`config.mk`:
```
export PLATFORM = sky130hd
export DESIGN_NAME = usart_baud_and_frame_config
export DESIGN_NICKNAME = d
export VERILOG_FILES = /design/src/usart_cfg_pkg.sv /design/src/usart_baud_and_frame_config.sv
export SDC_FILE = /design/constraint.sdc
export NUM_CORES = 1
export LEC_CHECK = 0
export ABC_AREA = 0
export BUFFER_PORTS_ARGS = -buffer_cell sky130_fd_sc_hd__buf_2
export CAP_MARGIN = 20
export CORE_AREA = 2 2 123 125
export CTS_CLUSTER_SIZE = 20
export DETAILED_ROUTE_END_ITERATION = 8
export DIE_AREA = 0 0 125 127
export GPL_ROUTABILITY_DRIVEN = 0
export PLACE_DENSITY = 0.74
export SETUP_SLACK_MARGIN = 0.02
export SLEW_MARGIN = 0
export SYNTH_ARGS = -nofsm -noshare
export SYNTH_HDL_FRONTEND = slang
export SYNTH_SLANG_ARGS = --single-unit
```
`constraint.sdc`:
```
create_clock -name clk_sys -period 2.65 [get_ports clk_sys]
set_input_delay 0.1325 -clock clk_sys [delete_from_list [all_inputs] [get_ports clk_sys]]
set_output_delay 0.1325 -clock clk_sys [all_outputs]
set_load 0.02 [all_outputs]
```
`src/usart_cfg_pkg.sv`:
```
// Constants, register layouts and state types for the serial transceiver core.
// Assumes a single 125 MHz system clock and an APB register port with 32-bit data.
package usart_cfg_pkg;

    // ----------------------------------------------------------------
    // Register map (byte addresses)
    // ----------------------------------------------------------------
    localparam int ADDR_W = 12;
    localparam logic [ADDR_W-1:0] OFS_BAUD_LO = 12'h000;
    localparam logic [ADDR_W-1:0] OFS_SHARED = 12'h004;
    localparam logic [ADDR_W-1:0] OFS_AUX_CTRL = 12'h008;
    localparam logic [ADDR_W-1:0] OFS_DATA = 12'h00c;
    localparam logic [ADDR_W-1:0] OFS_STATUS = 12'h010;
    localparam logic [ADDR_W-1:0] OFS_IRQ_STAT = 12'h014;
    localparam logic [ADDR_W-1:0] OFS_IRQ_CLR = 12'h018;
    localparam logic [ADDR_W-1:0] OFS_IRQ_EN = 12'h01c;

    // ----------------------------------------------------------------
    // Field layouts
    // ----------------------------------------------------------------
    localparam int DIV_W = 12;
    localparam int DIV_HI_W = 4;
    localparam int DATA_W = 9;

    typedef struct packed {
        logic shared_addr_select;
        logic sync_mode_select;
        logic [1:0] parity_mode;
        logic stop_bits_select;
        logic [1:0] char_size;
        logic sync_clock_polarity;
    } frame_ctrl_t;

    typedef struct packed {
        logic [3:0] spare;
        logic char_size_nine;
        logic tx_ninth_bit;
        logic ext_clock_direction;
        logic double_speed;
    } aux_ctrl_t;

    typedef struct packed {
        logic [2:0] spare;
        logic rx_ninth_bit;
        logic frame_error_flag;
        logic parity_error_flag;
        logic rx_busy;
        logic tx_busy;
    } status_t;

    localparam frame_ctrl_t FFC_RESET = 8'h86;
    localparam aux_ctrl_t AUX_RESET = 8'h00;
    localparam logic [DIV_W-1:0] DIV_RESET = 12'h000;

    localparam logic [1:0] PAR_OFF = 2'h0;
    localparam logic [1:0] PAR_RSVD = 2'h1;
    localparam logic [1:0] PAR_EVEN = 2'h2;
    localparam logic [1:0] PAR_ODD = 2'h3;

    // Baud ticks per bit for each mode
    localparam logic [4:0] RATIO_NORMAL = 5'h10;
    localparam logic [4:0] RATIO_DOUBLE = 5'h08;
    localparam logic [4:0] RATIO_SYNC = 5'h02;
    localparam logic [3:0] MIN_DATA_BITS = 4'h5;
    localparam logic [3:0] NINE_DATA_BITS = 4'h9;

    // Interrupt event bits
    localparam int IRQ_W = 4;
    localparam int IRQ_TX_DONE = 0;
    localparam int IRQ_RX_DONE = 1;
    localparam int IRQ_PAR_ERR = 2;
    localparam int IRQ_FRAME_ERR = 3;

    typedef enum logic [2:0] {TX_IDLE, TX_START, TX_DATA, TX_PARITY, TX_STOP1, TX_STOP2} tx_state_t;
    typedef enum logic [2:0] {RX_IDLE, RX_START, RX_DATA, RX_PARITY, RX_STOP} rx_state_t;

endpackage

```
`src/usart_baud_and_frame_config.sv`:
```
// Serial transceiver with baud generator, frame format control and APB registers.
// Assumes APB master on clk_sys; serial pins come from outside and are synchronised here.
// Behaviour
// - The baud down-counter runs at the system clock and reloads with the divisor at zero or on a low-byte write.
// - Every zero of the down-counter gives one baud tick, so the tick rate is clock over divisor plus one.
// - In async and sync master modes the transmitter bit clock is the baud tick divided by 16, 8 or 2 depending on mode.
// - The receiver works directly from baud ticks with 16 or 8 states per bit from speed in async mode; sync mode samples on the receive clock edge.
// - The internal baud tick clocks async and sync master modes, but not sync slave mode.
// - Sync slave clocks from the external clock pin; sync master drives its own clock onto that pin.
// - Frame control shares its address with the divisor high byte; bit 7 reads one and selects control on write.
// - Bit 6 picks asynchronous operation at zero and synchronous operation at one.
// - Parity field: 00 off, 01 reserved, 10 even, 11 odd, for both generation and checking.
// - With parity on, the transmitter sends the parity of the frame data bits inside the frame.
// - With parity on, the receiver checks incoming parity and sets the parity error flag on mismatch.
// - Bit 3 gives one stop bit at zero and two at one for the transmitter; the receiver ignores it.
//
// Chosen here: the register addresses and register access over APB.
`timescale 1ns/10ps
module usart_baud_and_frame_config
    import usart_cfg_pkg::*;
(
    input wire logic clk_sys,
    input wire logic sys_rst,
    input wire logic psel,
    input wire logic penable,
    input wire logic pwrite,
    input wire logic [ADDR_W-1:0] paddr,
    input wire logic [31:0] pwdata,
    output logic [31:0] prdata,
    output logic pready,
    output logic pslverr,
    output logic irq,
    input wire logic rxd,
    output logic txd,
    input wire logic ext_clock_pin_in,
    output logic ext_clock_pin_out,
    output logic ext_clock_pin_oe_n
);

    // ----------------------------------------------------------------
    // Register bus decode
    // ----------------------------------------------------------------
    wire logic setup_phase = psel & ~penable;
    wire logic wr_en = psel & penable & pwrite;
    wire logic hit_baud_lo = (paddr == OFS_BAUD_LO);
    wire logic hit_shared = (paddr == OFS_SHARED);
    wire logic hit_aux = (paddr == OFS_AUX_CTRL);
    wire logic hit_data = (paddr == OFS_DATA);
    wire logic hit_status = (paddr == OFS_STATUS);
    wire logic hit_irq_stat = (paddr == OFS_IRQ_STAT);
    wire logic hit_irq_clr = (paddr == OFS_IRQ_CLR);
    wire logic hit_irq_en = (paddr == OFS_IRQ_EN);
    wire logic hit_any = hit_baud_lo | hit_shared | hit_aux | hit_data | hit_status | hit_irq_stat
                         | hit_irq_clr | hit_irq_en;
    wire logic wr_baud_lo = wr_en & hit_baud_lo;
    wire logic wr_data = wr_en & hit_data;
    wire logic wr_ffc = wr_en & hit_shared & pwdata[7];
    wire logic wr_div_hi = wr_en & hit_shared & ~pwdata[7];

    frame_ctrl_t ffc_r;
    aux_ctrl_t aux_r;
    status_t status;
    logic [DIV_W-1:0] divisor_r;
    logic [DIV_W-1:0] baud_cnt_r;
    logic [IRQ_W-1:0] irq_stat_r;
    logic [IRQ_W-1:0] irq_en_r;
    logic [DATA_W-1:0] rx_data_r;
    logic parity_err_r;
    logic frame_err_r;
    logic [31:0] rd_mux;

    always_ff @(posedge clk_sys)
    begin
        if (sys_rst)
        begin
            ffc_r <= FFC_RESET;
            aux_r <= AUX_RESET;
            divisor_r <= DIV_RESET;
            irq_en_r <= '0;
        end
        else
        begin
            if (wr_ffc)
                ffc_r <= frame_ctrl_t'({1'b1, pwdata[6:0]});
            if (wr_div_hi)
                divisor_r[DIV_W-1 -: DIV_HI_W] <= pwdata[DIV_HI_W-1:0];
            if (wr_baud_lo)
                divisor_r[7:0] <= pwdata[7:0];
            if (wr_en & hit_aux)
                aux_r <= aux_ctrl_t'({4'h0, pwdata[3:0]});
            if (wr_en & hit_irq_en)
                irq_en_r <= pwdata[IRQ_W-1:0];
        end
    end

    // Read data is captured in the setup cycle so the access phase needs no wait state
    always_comb
    begin
        rd_mux = 32'h0000_0000;
        if (hit_baud_lo)
            rd_mux = {24'h000000, divisor_r[7:0]};
        // shared address reads as control with select high
        else if (hit_shared)
            rd_mux = {24'h000000, 1'b1, ffc_r[6:0]};
        else if (hit_aux)
            rd_mux = {24'h000000, aux_r};
        else if (hit_data)
            rd_mux = {23'h000000, rx_data_r};
        else if (hit_status)
            rd_mux = {24'h000000, status};
        else if (hit_irq_stat)
            rd_mux = {28'h0000000, irq_stat_r};
        else if (hit_irq_en)
            rd_mux = {28'h0000000, irq_en_r};
    end

    always_ff @(posedge clk_sys)
    begin
        if (sys_rst)
        begin
            prdata <= 32'h0000_0000;
            pslverr <= 1'b0;
        end
        else if (setup_phase)
        begin
            prdata <= rd_mux;
            pslverr <= ~hit_any;
        end
    end

    assign pready = 1'b1;

    // ----------------------------------------------------------------
    // Pin synchronisers
    // ----------------------------------------------------------------
    logic [2:0] rxd_sync_r;
    logic [2:0] xck_sync_r;
    logic rxd_f_r;
    logic xck_f_r;
    logic xck_f_d_r;

    // A change counts only once the second and third stages agree
    always_ff @(posedge clk_sys)
    begin
        if (sys_rst)
        begin
            rxd_sync_r <= 3'h7;
            xck_sync_r <= 3'h0;
            rxd_f_r <= 1'b1;
            xck_f_r <= 1'b0;
            xck_f_d_r <= 1'b0;
        end
        else
        begin
            rxd_sync_r <= {rxd_sync_r[1:0], rxd};
            xck_sync_r <= {xck_sync_r[1:0], ext_clock_pin_in};
            if (rxd_sync_r[1] == rxd_sync_r[2])
                rxd_f_r <= rxd_sync_r[2];
            if (xck_sync_r[1] == xck_sync_r[2])
                xck_f_r <= xck_sync_r[2];
            xck_f_d_r <= xck_f_r;
        end
    end

    // ----------------------------------------------------------------
    // Baud generator and bit clocks
    // ----------------------------------------------------------------
    // zero async, one sync
    wire logic sync_mode = ffc_r.sync_mode_select;
    wire logic sync_master = sync_mode & aux_r.ext_clock_direction;
    wire logic sync_slave = sync_mode & ~aux_r.ext_clock_direction;
    wire logic baud_tick = (baud_cnt_r == '0);
    // states per bit from mode and speed
    wire logic [4:0] ratio = sync_mode ? RATIO_SYNC : (aux_r.double_speed ? RATIO_DOUBLE : RATIO_NORMAL);
    logic xck_r;

    // reload on zero or low byte write
    always_ff @(posedge clk_sys)
    begin
        if (sys_rst)
            baud_cnt_r <= DIV_RESET;
        else if (baud_tick | wr_baud_lo)
            baud_cnt_r <= wr_baud_lo ? {divisor_r[DIV_W-1 -: DIV_HI_W], pwdata[7:0]} : divisor_r;
        else
            baud_cnt_r <= baud_cnt_r - 1'b1;
    end

    // master divides the baud tick by two onto the clock pin
    always_ff @(posedge clk_sys)
    begin
        if (sys_rst | ~sync_master)
            xck_r <= 1'b0;
        else if (baud_tick)
            xck_r <= ~xck_r;
    end

    assign ext_clock_pin_out = xck_r ^ ffc_r.sync_clock_polarity;
    // pin driven only as sync master
    assign ext_clock_pin_oe_n = ~sync_master;

    // slave edges come from the pin, otherwise from the baud tick
    wire logic m_rise = sync_master & baud_tick & ~xck_r;
    wire logic m_fall = sync_master & baud_tick & xck_r;
    wire logic s_rise = sync_slave & xck_f_r & ~xck_f_d_r;
    wire logic s_fall = sync_slave & ~xck_f_r & xck_f_d_r;
    wire logic clk_rise = m_rise | s_rise;
    wire logic clk_fall = m_fall | s_fall;
    wire logic tx_edge = ffc_r.sync_clock_polarity ? clk_fall : clk_rise;
    wire logic rx_edge = ffc_r.sync_clock_polarity ? clk_rise : clk_fall;

    // ----------------------------------------------------------------
    // Frame format
    // ----------------------------------------------------------------
    // 01 is reserved and treated as no parity
    wire logic par_on = ffc_r.parity_mode[1];
    wire logic par_odd = (ffc_r.parity_mode == PAR_ODD);
    wire logic [3:0] nbits = aux_r.char_size_nine ? NINE_DATA_BITS
                                                  : MIN_DATA_BITS + {2'b00, ffc_r.char_size};

    // ----------------------------------------------------------------
    // Transmitter
    // ----------------------------------------------------------------
    tx_state_t tx_state_r;
    logic [DATA_W-1:0] tx_shift_r;
    logic [3:0] tx_cnt_r;
    logic [4:0] tx_div_r;
    logic tx_par_r;
    logic tx_done;

    // async bit clock divides baud ticks by the mode ratio
    wire logic tx_bit_tick = sync_mode ? tx_edge : (baud_tick && tx_div_r == ratio - 5'h01);

    always_ff @(posedge clk_sys)
    begin
        if (sys_rst | (tx_state_r == TX_IDLE) | tx_bit_tick)
            tx_div_r <= 5'h00;
        else if (baud_tick)
            tx_div_r <= tx_div_r + 5'h01;
    end

    assign tx_done = tx_bit_tick & ((tx_state_r == TX_STOP2) | ((tx_state_r == TX_STOP1) & ~ffc_r.stop_bits_select));

    // start, data LSB first, parity, stop
    always_ff @(posedge clk_sys)
    begin
        if (sys_rst)
        begin
            tx_state_r <= TX_IDLE;
            tx_shift_r <= '0;
            tx_cnt_r <= 4'h0;
            tx_par_r <= 1'b0;
            txd <= 1'b1;
        end
        else
        begin
            case (tx_state_r)
                TX_IDLE:
                    if (wr_data)
                    begin
                        // ninth bit is taken from the earlier control write
                        tx_shift_r <= {aux_r.tx_ninth_bit, pwdata[7:0]};
                        tx_cnt_r <= 4'h0;
                        tx_par_r <= par_odd;
                        txd <= 1'b0;
                        tx_state_r <= TX_START;
                    end
                TX_START:
                    if (tx_bit_tick)
                    begin
                        txd <= tx_shift_r[0];
                        tx_state_r <= TX_DATA;
                    end
                TX_DATA:
                    if (tx_bit_tick)
                    begin
                        // parity accumulates over sent data bits
                        tx_par_r <= tx_par_r ^ tx_shift_r[0];
                        tx_shift_r <= {1'b0, tx_shift_r[DATA_W-1:1]};
                        tx_cnt_r <= tx_cnt_r + 4'h1;
                        if (tx_cnt_r == nbits - 4'h1)
                        begin
                            txd <= par_on ? (tx_par_r ^ tx_shift_r[0]) : 1'b1;
                            tx_state_r <= par_on ? TX_PARITY : TX_STOP1;
                        end
                        else
                            txd <= tx_shift_r[1];
                    end
                TX_PARITY:
                    if (tx_bit_tick)
                    begin
                        txd <= 1'b1;
                        tx_state_r <= TX_STOP1;
                    end
                // second stop bit only when selected
                TX_STOP1:
                    if (tx_bit_tick)
                        tx_state_r <= ffc_r.stop_bits_select ? TX_STOP2 : TX_IDLE;
                TX_STOP2:
                    if (tx_bit_tick)
                        tx_state_r <= TX_IDLE;
                default:
                    tx_state_r <= TX_IDLE;
            endcase
        end
    end

    // ----------------------------------------------------------------
    // Receiver
    // ----------------------------------------------------------------
    rx_state_t rx_state_r;
    logic [4:0] rx_phase_r;
    logic [3:0] rx_cnt_r;
    logic [DATA_W-1:0] rx_shift_r;
    logic rx_par_r;
    logic rx_par_bad_r;

    // async samples mid-bit from raw baud ticks; sync samples on the receive edge
    wire logic [4:0] rx_target = (rx_state_r == RX_START) ? (ratio >> 1) - 5'h01 : ratio - 5'h01;
    wire logic rx_sample = sync_mode ? rx_edge : (baud_tick && rx_phase_r == rx_target);
    // First bit enters at the top, so short characters must be shifted down to bit zero
    wire logic [DATA_W-1:0] rx_word = rx_shift_r >> (NINE_DATA_BITS - nbits);
    wire logic rx_done = rx_sample & (rx_state_r == RX_STOP);
    wire logic rx_par_err = rx_sample & (rx_state_r == RX_PARITY) & (rxd_f_r != (rx_par_r ^ par_odd));

    always_ff @(posedge clk_sys)
    begin
        if (sys_rst | (rx_state_r == RX_IDLE) | rx_sample)
            rx_phase_r <= 5'h00;
        else if (baud_tick)
            rx_phase_r <= rx_phase_r + 5'h01;
    end

    // receiver checks one stop bit whatever the select
    always_ff @(posedge clk_sys)
    begin
        if (sys_rst)
        begin
            rx_state_r <= RX_IDLE;
            rx_cnt_r <= 4'h0;
            rx_shift_r <= '0;
            rx_par_r <= 1'b0;
            rx_par_bad_r <= 1'b0;
            rx_data_r <= '0;
            parity_err_r <= 1'b0;
            frame_err_r <= 1'b0;
        end
        else
        begin
            case (rx_state_r)
                RX_IDLE:
                begin
                    rx_cnt_r <= 4'h0;
                    rx_par_r <= 1'b0;
                    rx_par_bad_r <= 1'b0;
                    if (~sync_mode & ~rxd_f_r)
                        rx_state_r <= RX_START;
                    else if (sync_mode & rx_edge & ~rxd_f_r)
                        rx_state_r <= RX_DATA;
                end
                // Start bit rechecked mid-bit to reject glitches
                RX_START:
                    if (rx_sample)
                        rx_state_r <= rxd_f_r ? RX_IDLE : RX_DATA;
                RX_DATA:
                    if (rx_sample)
                    begin
                        rx_shift_r <= {rxd_f_r, rx_shift_r[DATA_W-1:1]};
                        rx_par_r <= rx_par_r ^ rxd_f_r;
                        rx_cnt_r <= rx_cnt_r + 4'h1;
                        if (rx_cnt_r == nbits - 4'h1)
                            rx_state_r <= par_on ? RX_PARITY : RX_STOP;
                    end
                RX_PARITY:
                    if (rx_sample)
                    begin
                        rx_par_bad_r <= rx_par_err;
                        rx_state_r <= RX_STOP;
                    end
                RX_STOP:
                    if (rx_sample)
                    begin
                        rx_data_r <= rx_word;
                        parity_err_r <= rx_par_bad_r;
                        frame_err_r <= ~rxd_f_r;
                        rx_state_r <= RX_IDLE;
                    end
                default:
                    rx_state_r <= RX_IDLE;
            endcase
        end
    end

    // ----------------------------------------------------------------
    // Status and interrupts
    // ----------------------------------------------------------------
    assign status = '{spare: 3'h0, rx_ninth_bit: rx_data_r[8], frame_error_flag: frame_err_r,
                      parity_error_flag: parity_err_r, rx_busy: (rx_state_r != RX_IDLE),
                      tx_busy: (tx_state_r != TX_IDLE)};

    wire logic [IRQ_W-1:0] irq_events = {rx_done & ~rxd_f_r, rx_par_err, rx_done, tx_done};
    wire logic [IRQ_W-1:0] irq_clr = (wr_en & hit_irq_clr) ? pwdata[IRQ_W-1:0] : '0;

    // A new event in the clearing cycle survives the clear
    always_ff @(posedge clk_sys)
    begin
        if (sys_rst)
            irq_stat_r <= '0;
        else
            irq_stat_r <= (irq_stat_r & ~irq_clr) | irq_events;
    end

    assign irq = |(irq_stat_r & irq_en_r);

endmodule

```
==> results of run 1 <==
[cell type report]
cell class	instances	area [µm²]	share of cell area
Tap cell	184	230	0.0312
Clock buffer	23	478	0.0648
Inverter	22	82.6	0.0112
Clock inverter	9	97.6	0.0132
Multi-Input combinational cell	578	3700	0.502
Sequential cell	120	2400	0.326
Timing Repair Buffer	61	378	0.0512
[flip-flops by register name, summed over array words and instances, names as in the netlist, 4 cells and up]
signal and cells:
baud_cnt_r 12, divisor_r 12, prdata 9, rx_data_r 9
rx_shift_r 9, tx_shift_r 9, ffc_r 6, rx_phase_r 5
tx_div_r 5, aux_r 4, irq_en_r 4, irq_stat_r 4
rx_cnt_r 4, tx_cnt_r 4
[logic make-up (layout without fill, tap and decap cells)]
family | after synthesis | in the layout | share of synthesized area
xor+xnor | 31 | 31 | 0.0442
simple gates | 287 | 287 | 0.216
mux | 58 | 58 | 0.107
compound gates | 167 | 167 | 0.168
flops | 120 | 120 | 0.372
fa+ha+maj | 11 | 11 | 0.0213
other cells | 2 | 24 | 0.00116
buf+inv | 88 | 115 | 0.0694
[through the flow]
stage | worst slack (ps) | std cells | cell area, µm²
finish | 188 | 997 | 7370
floorplan | 23.4 | 786 | 6540
global route | 38.7 | 997 | 7370
global placement | 216 | 962 | 6760
detailed placement | 153 | 962 | 6760
CTS | 136 | 996 | 7350
[worst min-delay path: cells and delay by family]
family                 cells  cell delay (ps)
multiplexers               1               70
AND/OR/NAND/NOR            1               70
buffers and inverters      1              110
[power groups by stage]
| stage | combinational [W] | sequential [W] | clock (W) |
|---|---|---|---|
| finish | 0.00145 | 0.00212 | 0.00224 |
| global route | 0.00162 | 0.00214 | 0.00236 |
| CTS | 0.00144 | 0.00211 | 0.00227 |
| detailed placement | 0.00143 | 0.00215 | 0 |
| global placement | 0.00141 | 0.00215 | 0 |
| floorplan | 0.00117 | 0.00208 | 0 |
[cell usage after synthesis, types with 3 or more instances]
cell	count
a21oi_1	64
nand2_1	95
nor4_1	5
nand3_1	14
a22oi_1	11
buf_2	7
xnor2_1	19
nor2_1	83
o211ai_1	10
xor2_1	11
o21ai_0	24
ha_1	11
nand4_1	15
buf_4	25
o31ai_1	5
or2_2	3
dfxtp_1	120
and3_1	8
nor3b_1	3
a211oi_1	10
nor2b_1	8
a311oi_1	11
a31oi_1	8
and4_1	3
inv_1	20
nand3b_1	5
mux2i_1	44
nand2b_1	11
clkbuf_1	32
nor3_1	18
mux4_2	8
or3_1	3
mux2_2	6
[timing repair]
action,in CTS,in global routing
hold buffers,2,0
setup endpoints to repair,0,2
hold endpoints to repair,2,0
setup buffers,0,1
resized for setup,0,3
[routing by layer]
layer,vias to the layer above,track usage
li1,2760,-
met1,2657,0.252
met2,168,0.331
met3,23,0.0519
met4,0,0.0641
met5,-,0
[worst max path at each step]
stage                     depth (start not counted)  slack [ps]                         end
after global placement                            9         220  rx_state_r[2]$_SDFFE_PP0P_
final                                            10         190  rx_state_r[2]$_SDFFE_PP0P_
after global routing                              7          40  rx_state_r[2]$_SDFFE_PP0P_
after floorplan                                  11          20  rx_state_r[2]$_SDFFE_PP0P_
after detailed placement                          9         150  rx_state_r[2]$_SDFFE_PP0P_
after CTS                                         9         140  rx_state_r[2]$_SDFFE_PP0P_
==> metrics.md, run 1 <==
| Metric | Value |
|---|---|
| Status | `complete, no violations` |
| Yosys cell types | `68` |
| Worst-path clk slew | `60 ps` |
| Clock power frac | `0.386` |
| Sw power | `0.00183 W` |
| DR DRC count | `0` |
| Share of layout cells above drive strength 1 | `0.156` |
| Post-DRT Antenna Nets | `0` |
| Synth Register Bits | `120` |
| Fill cells | `1354` |
| Most common cell after layout, fill and taps aside | `dfxtp_1` |
| Leading cell types in the layout, fill and taps excluded | `dfxtp_1 (118), nand2_1 (95), nor2_1 (83), a21oi_1 (64), mux2i_1 (44)` |
| Die Span X | `125 µm` |
| Core Area | `14400 µm²` |
| Avg Cell Area, Syn | `8.44 µm²` |
| Antenna violations before repair | `0` |
| Top cells by area, synth | `dfxtp_1 (37%), mux2i_1 (6.8%), nand2_1 (5.5%)` |
| HP Class | `input port to flip-flop` |
| Worst path bufs/invs | `1` |
| Slowest CP cell | `dfxtp_1` |
| Total grt overflow | `0` |
| Met2 Routed Length | `7.46 mm` |
| CTS tree | `built` |
| Met3 routed WL | `911 µm` |
| Final hold slack | `13.3 ps` |
| Initial Utilization | `0.447` |
| Drt first pass iters | `5` |
| Achievable frequency | `406 MHz` |
| Clk_skew | `9.31 ps` |
| CP Cell Sequence | `ha_4 -> nor2_1 -> inv_1 -> ha_2 -> nand2b_1 -> and4_1 -> or3_1 -> a41o_1 -> and3_1 -> mux2_2` |
| Crit path arrival time | `2760 ps` |
| Ys Warns | `0` |
| Max Cap Viol | `0` |
| Top routing layer in use | `met4` |
| Number of diodes | `0` |
| Worst rel slew slack | `0.588` |
| Final nets | `862` |
| CP max FO | `6` |
| Ys flop type | `dfxtp_1` |
| Sink Count | `120` |
| Vias post-DR | `5608` |
| Synthesized area | `6450 µm²` |
| Vias/cell | `5.62` |
| Sum Neg Setup Slack | `0 ps` |
| Top Family by Delay on Critical Path | `simple AND/OR/NAND/NOR gates` |
| Number of placement rows | `44` |
| Final Power | `0.00580 W` |
| Final setup fails | `0` |
| Routed WL per cell | `15.7 µm` |
| Clk buf depth | `2` |
| Sw frac | `0.315` |
| Gr usage total | `0.198` |
| Setup CP Type | `flip-flop to flip-flop` |
| Worst vdd ir | `0.509 mV` |
| DIE AREA | `15900 µm²` |
| Largest net degree at the start of global routing | `61` |
| PwrDens | `787 nW/µm²` |
| R2r startpoint | `ffc_r[2]$_SDFFE_PP1P_` |
| Pint | `0.00398 W` |
| Leak pwr | `2.77 nW` |
| Post-synth ARST share | `0` |
| DRT Wirelength | `15.6 mm` |
| Ports | `89` |
| Number of port buffers | `40` |
| Hold Startpoint | `pwdata[4]` |
| DR iter-0 viols | `391` |
| Worst-Margin Slew | `618 ps` |
| Metal1 wirelength | `7.04 mm` |
| Layout area overhead | `14.3%` |
| Worst setup EP type | `flip-flop` |
| Top-area cell type share of the netlist area | `0.372` |
| Final Critical Period | `2460 ps` |
| # H-tree levels | `4` |
| Combinational share of power | `0.249` |
| Post-DP HPWL | `11.0 mm` |
| Hold violation count in the final report | `0` |
| Root buf cell | `clkbuf_16` |
| RSZ-0062 raised after global routing | `false` |
| Sequential share of power | `0.365` |
| Pins Over Slew Limit | `0` |
| Die Ht | `127 µm` |
| Reg2reg path depth | `10` |
| Vias in the first global route | `5279` |
| Worst skew pair latency | `410 ps` |
| Post-synth EDFFs | `0` |
| Final period util | `0.929` |
| Total CTS buffers | `17` |
| CP max stage delay | `380 ps` |
| WP data required | `2950 ps` |
| Reg-to-reg endpoint | `rx_state_r[2]$_SDFFE_PP0P_` |
| Startpoint types | `flip-flop` |
| Crit. Startpoint | `ffc_r[2]$_SDFFE_PP1P_` |
| First-pass GRT wire length | `25.8 mm` |
| Sequential share of the synthesized area | `0.372` |
| Worst hold path stage count | `3` |
| Final Util | `0.511` |
| Synth Instances | `764` |
| Post-synth top area cell | `dfxtp_1` |
| Reg2Reg Setup Slack | `190 ps` |
| Hold endpoint | `ffc_r[4]$_SDFFE_PP0P_` |
(Power assumes the default switching activity.)
==> inputs of run 2 (changes only) <==
Settings changed: PLACE_DENSITY 0.74 to 0.71.
Clock period 2.65 ns to 2.5 ns, I/O delays scaled along.
==> run 2 against run 1 <==
Critical endpoint is now rx_shift_r[8]$_SDFFE_PP0P_; routed wire length increased by 2.7%; die area unchanged; final cell count increased by 0.70%; maximum frequency increased by 3.2%; global-route usage increased by 0.40 points; worst setup slack got worse by 73 ps; first-iteration DRC count increased by 26%; critical path type unchanged; hold slack improved by 9.6 ps.
==> metrics.md, run 2 (synthesized netlist as in run 1, its figures left out) <==
| Metric | Value |
|---|---|
| Most common cell after layout, fill and taps aside | `dfxtp_1` |
| Final period util | `0.954 (+0.0248)` |
| Antenna violations before repair | `0 (unchanged)` |
| Worst vdd ir | `0.636 mV (+25%)` |
| Achievable frequency | `419 MHz (+3.2%)` |
| Startpoint types | `flip-flop` |
| Core Area | `14400 µm² (unchanged)` |
| CP max FO | `9 (+3)` |
| Worst path bufs/invs | `1 (unchanged)` |
| Crit path arrival time | `2680 ps (-80 ps)` |
| Gr usage total | `0.202 (+0.00404)` |
| Total CTS buffers | `17 (unchanged)` |
| Die Ht | `127 µm (unchanged)` |
| DIE AREA | `15900 µm² (unchanged)` |
| Sum Neg Setup Slack | `0 ps (unchanged)` |
| CTS tree | `built` |
| Vias post-DR | `5587 (-0.37%)` |
| Final Critical Period | `2390 ps (-77.3 ps)` |
| RSZ-0062 raised after global routing | `false` |
| CP max stage delay | `470 ps (+90 ps)` |
| PwrDens | `847 nW/µm² (+7.6%)` |
| Worst-Margin Slew | `623 ps (+5.13 ps)` |
| Worst setup EP type | `flip-flop` |
| Post-DRT Antenna Nets | `0 (unchanged)` |
| Worst-path clk slew | `50 ps (about the same)` |
| Drt first pass iters | `5 (unchanged)` |
| First-pass GRT wire length | `26.1 mm (+1.1%)` |
| Routed WL per cell | `16.0 µm (+2.0%)` |
| Setup CP Type | `flip-flop to flip-flop` |
| Die Span X | `125 µm (unchanged)` |
| Pre-CTS setup slack | `74.8 ps (-78.6 ps)` |
| Clk buf depth | `2 (unchanged)` |
| Final setup margin | `115 ps (-72.7 ps)` |
| Root buf cell | `clkbuf_16` |
| Largest net degree at the start of global routing | `61 (unchanged)` |
| Initial Utilization | `0.447 (unchanged)` |
| Leak pwr | `2.83 nW (+2.1%)` |
| DRT Wirelength | `16.1 mm (+2.7%)` |
| Number of placement rows | `44 (unchanged)` |
| Vias/cell | `5.56 (-1.1%)` |
| Slowest CP cell | `nor3b_1` |
| Status | `complete, no violations` |
| Hold violation count in the final report | `0 (unchanged)` |
| Pins Over Slew Limit | `0 (unchanged)` |
| Post-DP Area | `6860 µm² (+1.5%)` |
| Largest regs | `baud_cnt_r (12), divisor_r (12)` |
| Post-DP HPWL | `11.2 mm (+1.4%)` |
| WP data required | `2790 ps (-160 ps)` |
| Cell mode on critical path | `mux2i_1` |
| CP Cell Sequence | `nor3b_1 -> mux2i_1 -> nand4_4 -> a21oi_2 -> buf_12 -> mux2i_1 -> nor2_1` |
| Final nets | `869 (+0.81%)` |
| Total grt overflow | `0 (unchanged)` |
| Clk_skew | `11.1 ps (+1.76 ps)` |
| DR DRC count | `0 (unchanged)` |
| Vias in the first global route | `5124 (-2.9%)` |
| Top Family by Delay on Critical Path | `simple AND/OR/NAND/NOR gates` |
| Final Cell Area | `7520 µm² (+2.0%)` |
| Final setup fails | `0 (unchanged)` |
| Post-CTS Setup Inserts | `0 (unchanged)` |
| Worst rel slew slack | `0.584 (-0.00432)` |
| Layout area overhead | `16.6%` |
| Share of layout cells above drive strength 1 | `0.167 (+0.0109)` |
| Number of diodes | `0 (unchanged)` |
| Sink Count | `120 (unchanged)` |
| DR iter-0 viols | `494 (+26%)` |
| HP Class | `input port to flip-flop` |
| Leading cell types in the layout, fill and taps excluded | `dfxtp_1 (118), nand2_1 (95), nor2_1 (82), a21oi_1 (64), mux2i_1 (44)` |
| Ports | `89 (unchanged)` |
| Worst skew pair latency | `420 ps (about the same)` |
| # H-tree levels | `4 (unchanged)` |
| Max Cap Viol | `0 (unchanged)` |
| Number of port buffers | `40 (unchanged)` |
-- run 2: cell types whose count changed in the layout (fill, tap and decap cells not counted), moves of 2 or more --
cell | before | now
dlygate4sd3_1 | 2 | 4
buf_4 | 19 | 21
clkbuf_8 | 3 | 0
bufinv_16 | 2 | 4
buf_12 | 1 | 4
-- run 2: per-layer routing --
| layer | GRT usage | wire, µm | up-vias |
|---|---|---|---|
| li1 | - | - | 2765 |
| met1 | 0.264 | 7190 | 2639 |
| met2 | 0.332 | 7700 | 163 |
| met3 | 0.0448 | 942 | 20 |
| met4 | 0.0745 | 242 | 0 |
| met5 | 0 | 0 | - |
-- run 2: area by class of cell --
cell class / count / area [µm²]
fill: 1344 / 6900
clock buffer: 19 / 433
tap: 184 / 230
timing repair buffer: 68 / 473
multi-input combinational: 578 / 3720
inverter: 22 / 82.6
sequential: 120 / 2410
clock inverter: 13 / 178
-- run 2: worst reg2reg max path, stage by stage (launching register included) --
cell and delay (ps):
dfxtp_1 380, nor3b_1 470, mux2i_1 350, nand4_4 250
a21oi_2 350, buf_12 180, mux2i_1 230, nor2_1 70
-- run 2: through the flow --
stage          cells  utilization  power [W]  hold WS (ps)
2_1_floorplan    786            -    0.00345           229
3_3_place_gp     968        0.475    0.00380           308
3_5_place_dp     968        0.475    0.00383           312
4_1_cts         1004        0.520    0.00639          8.30
5_1_grt         1004        0.522    0.00671          32.0
6_report        1004        0.522    0.00637          22.9
-- run 2: where the power goes --
part	switching [W]	internal [W]
logic	0.000947	0.000646
registers	0.000164	0.00206
clock network	0.000890	0.00166
-- run 2: what timing repair did --
action / 4_1_cts / 5_1_grt
endpoints found under the hold margin: 4 / 0
endpoints found under the setup margin: 0 / 4
resized for setup: 0 / 5
hold buffers: 4 / 0
-- run 2: final timing paths --
| path | endpoint | start | depth (start not counted) | slack [ps] |
|---|---|---|---|---|
| max | rx_shift_r[8]$_SDFFE_PP0P_ | rx_state_r[1]$_SDFFE_PP0P_ | 7 | 110 |
| max reg2reg | rx_shift_r[8]$_SDFFE_PP0P_ | rx_state_r[1]$_SDFFE_PP0P_ | 7 | 110 |
| min | tx_shift_r[6]$_SDFFE_PP0P_ | pwdata[6] | 3 | 20 |
| min reg2reg | rxd_sync_r[1]$_SDFF_PP1_ | rxd_sync_r[0]$_SDFF_PP1_ | 1 | 410 |
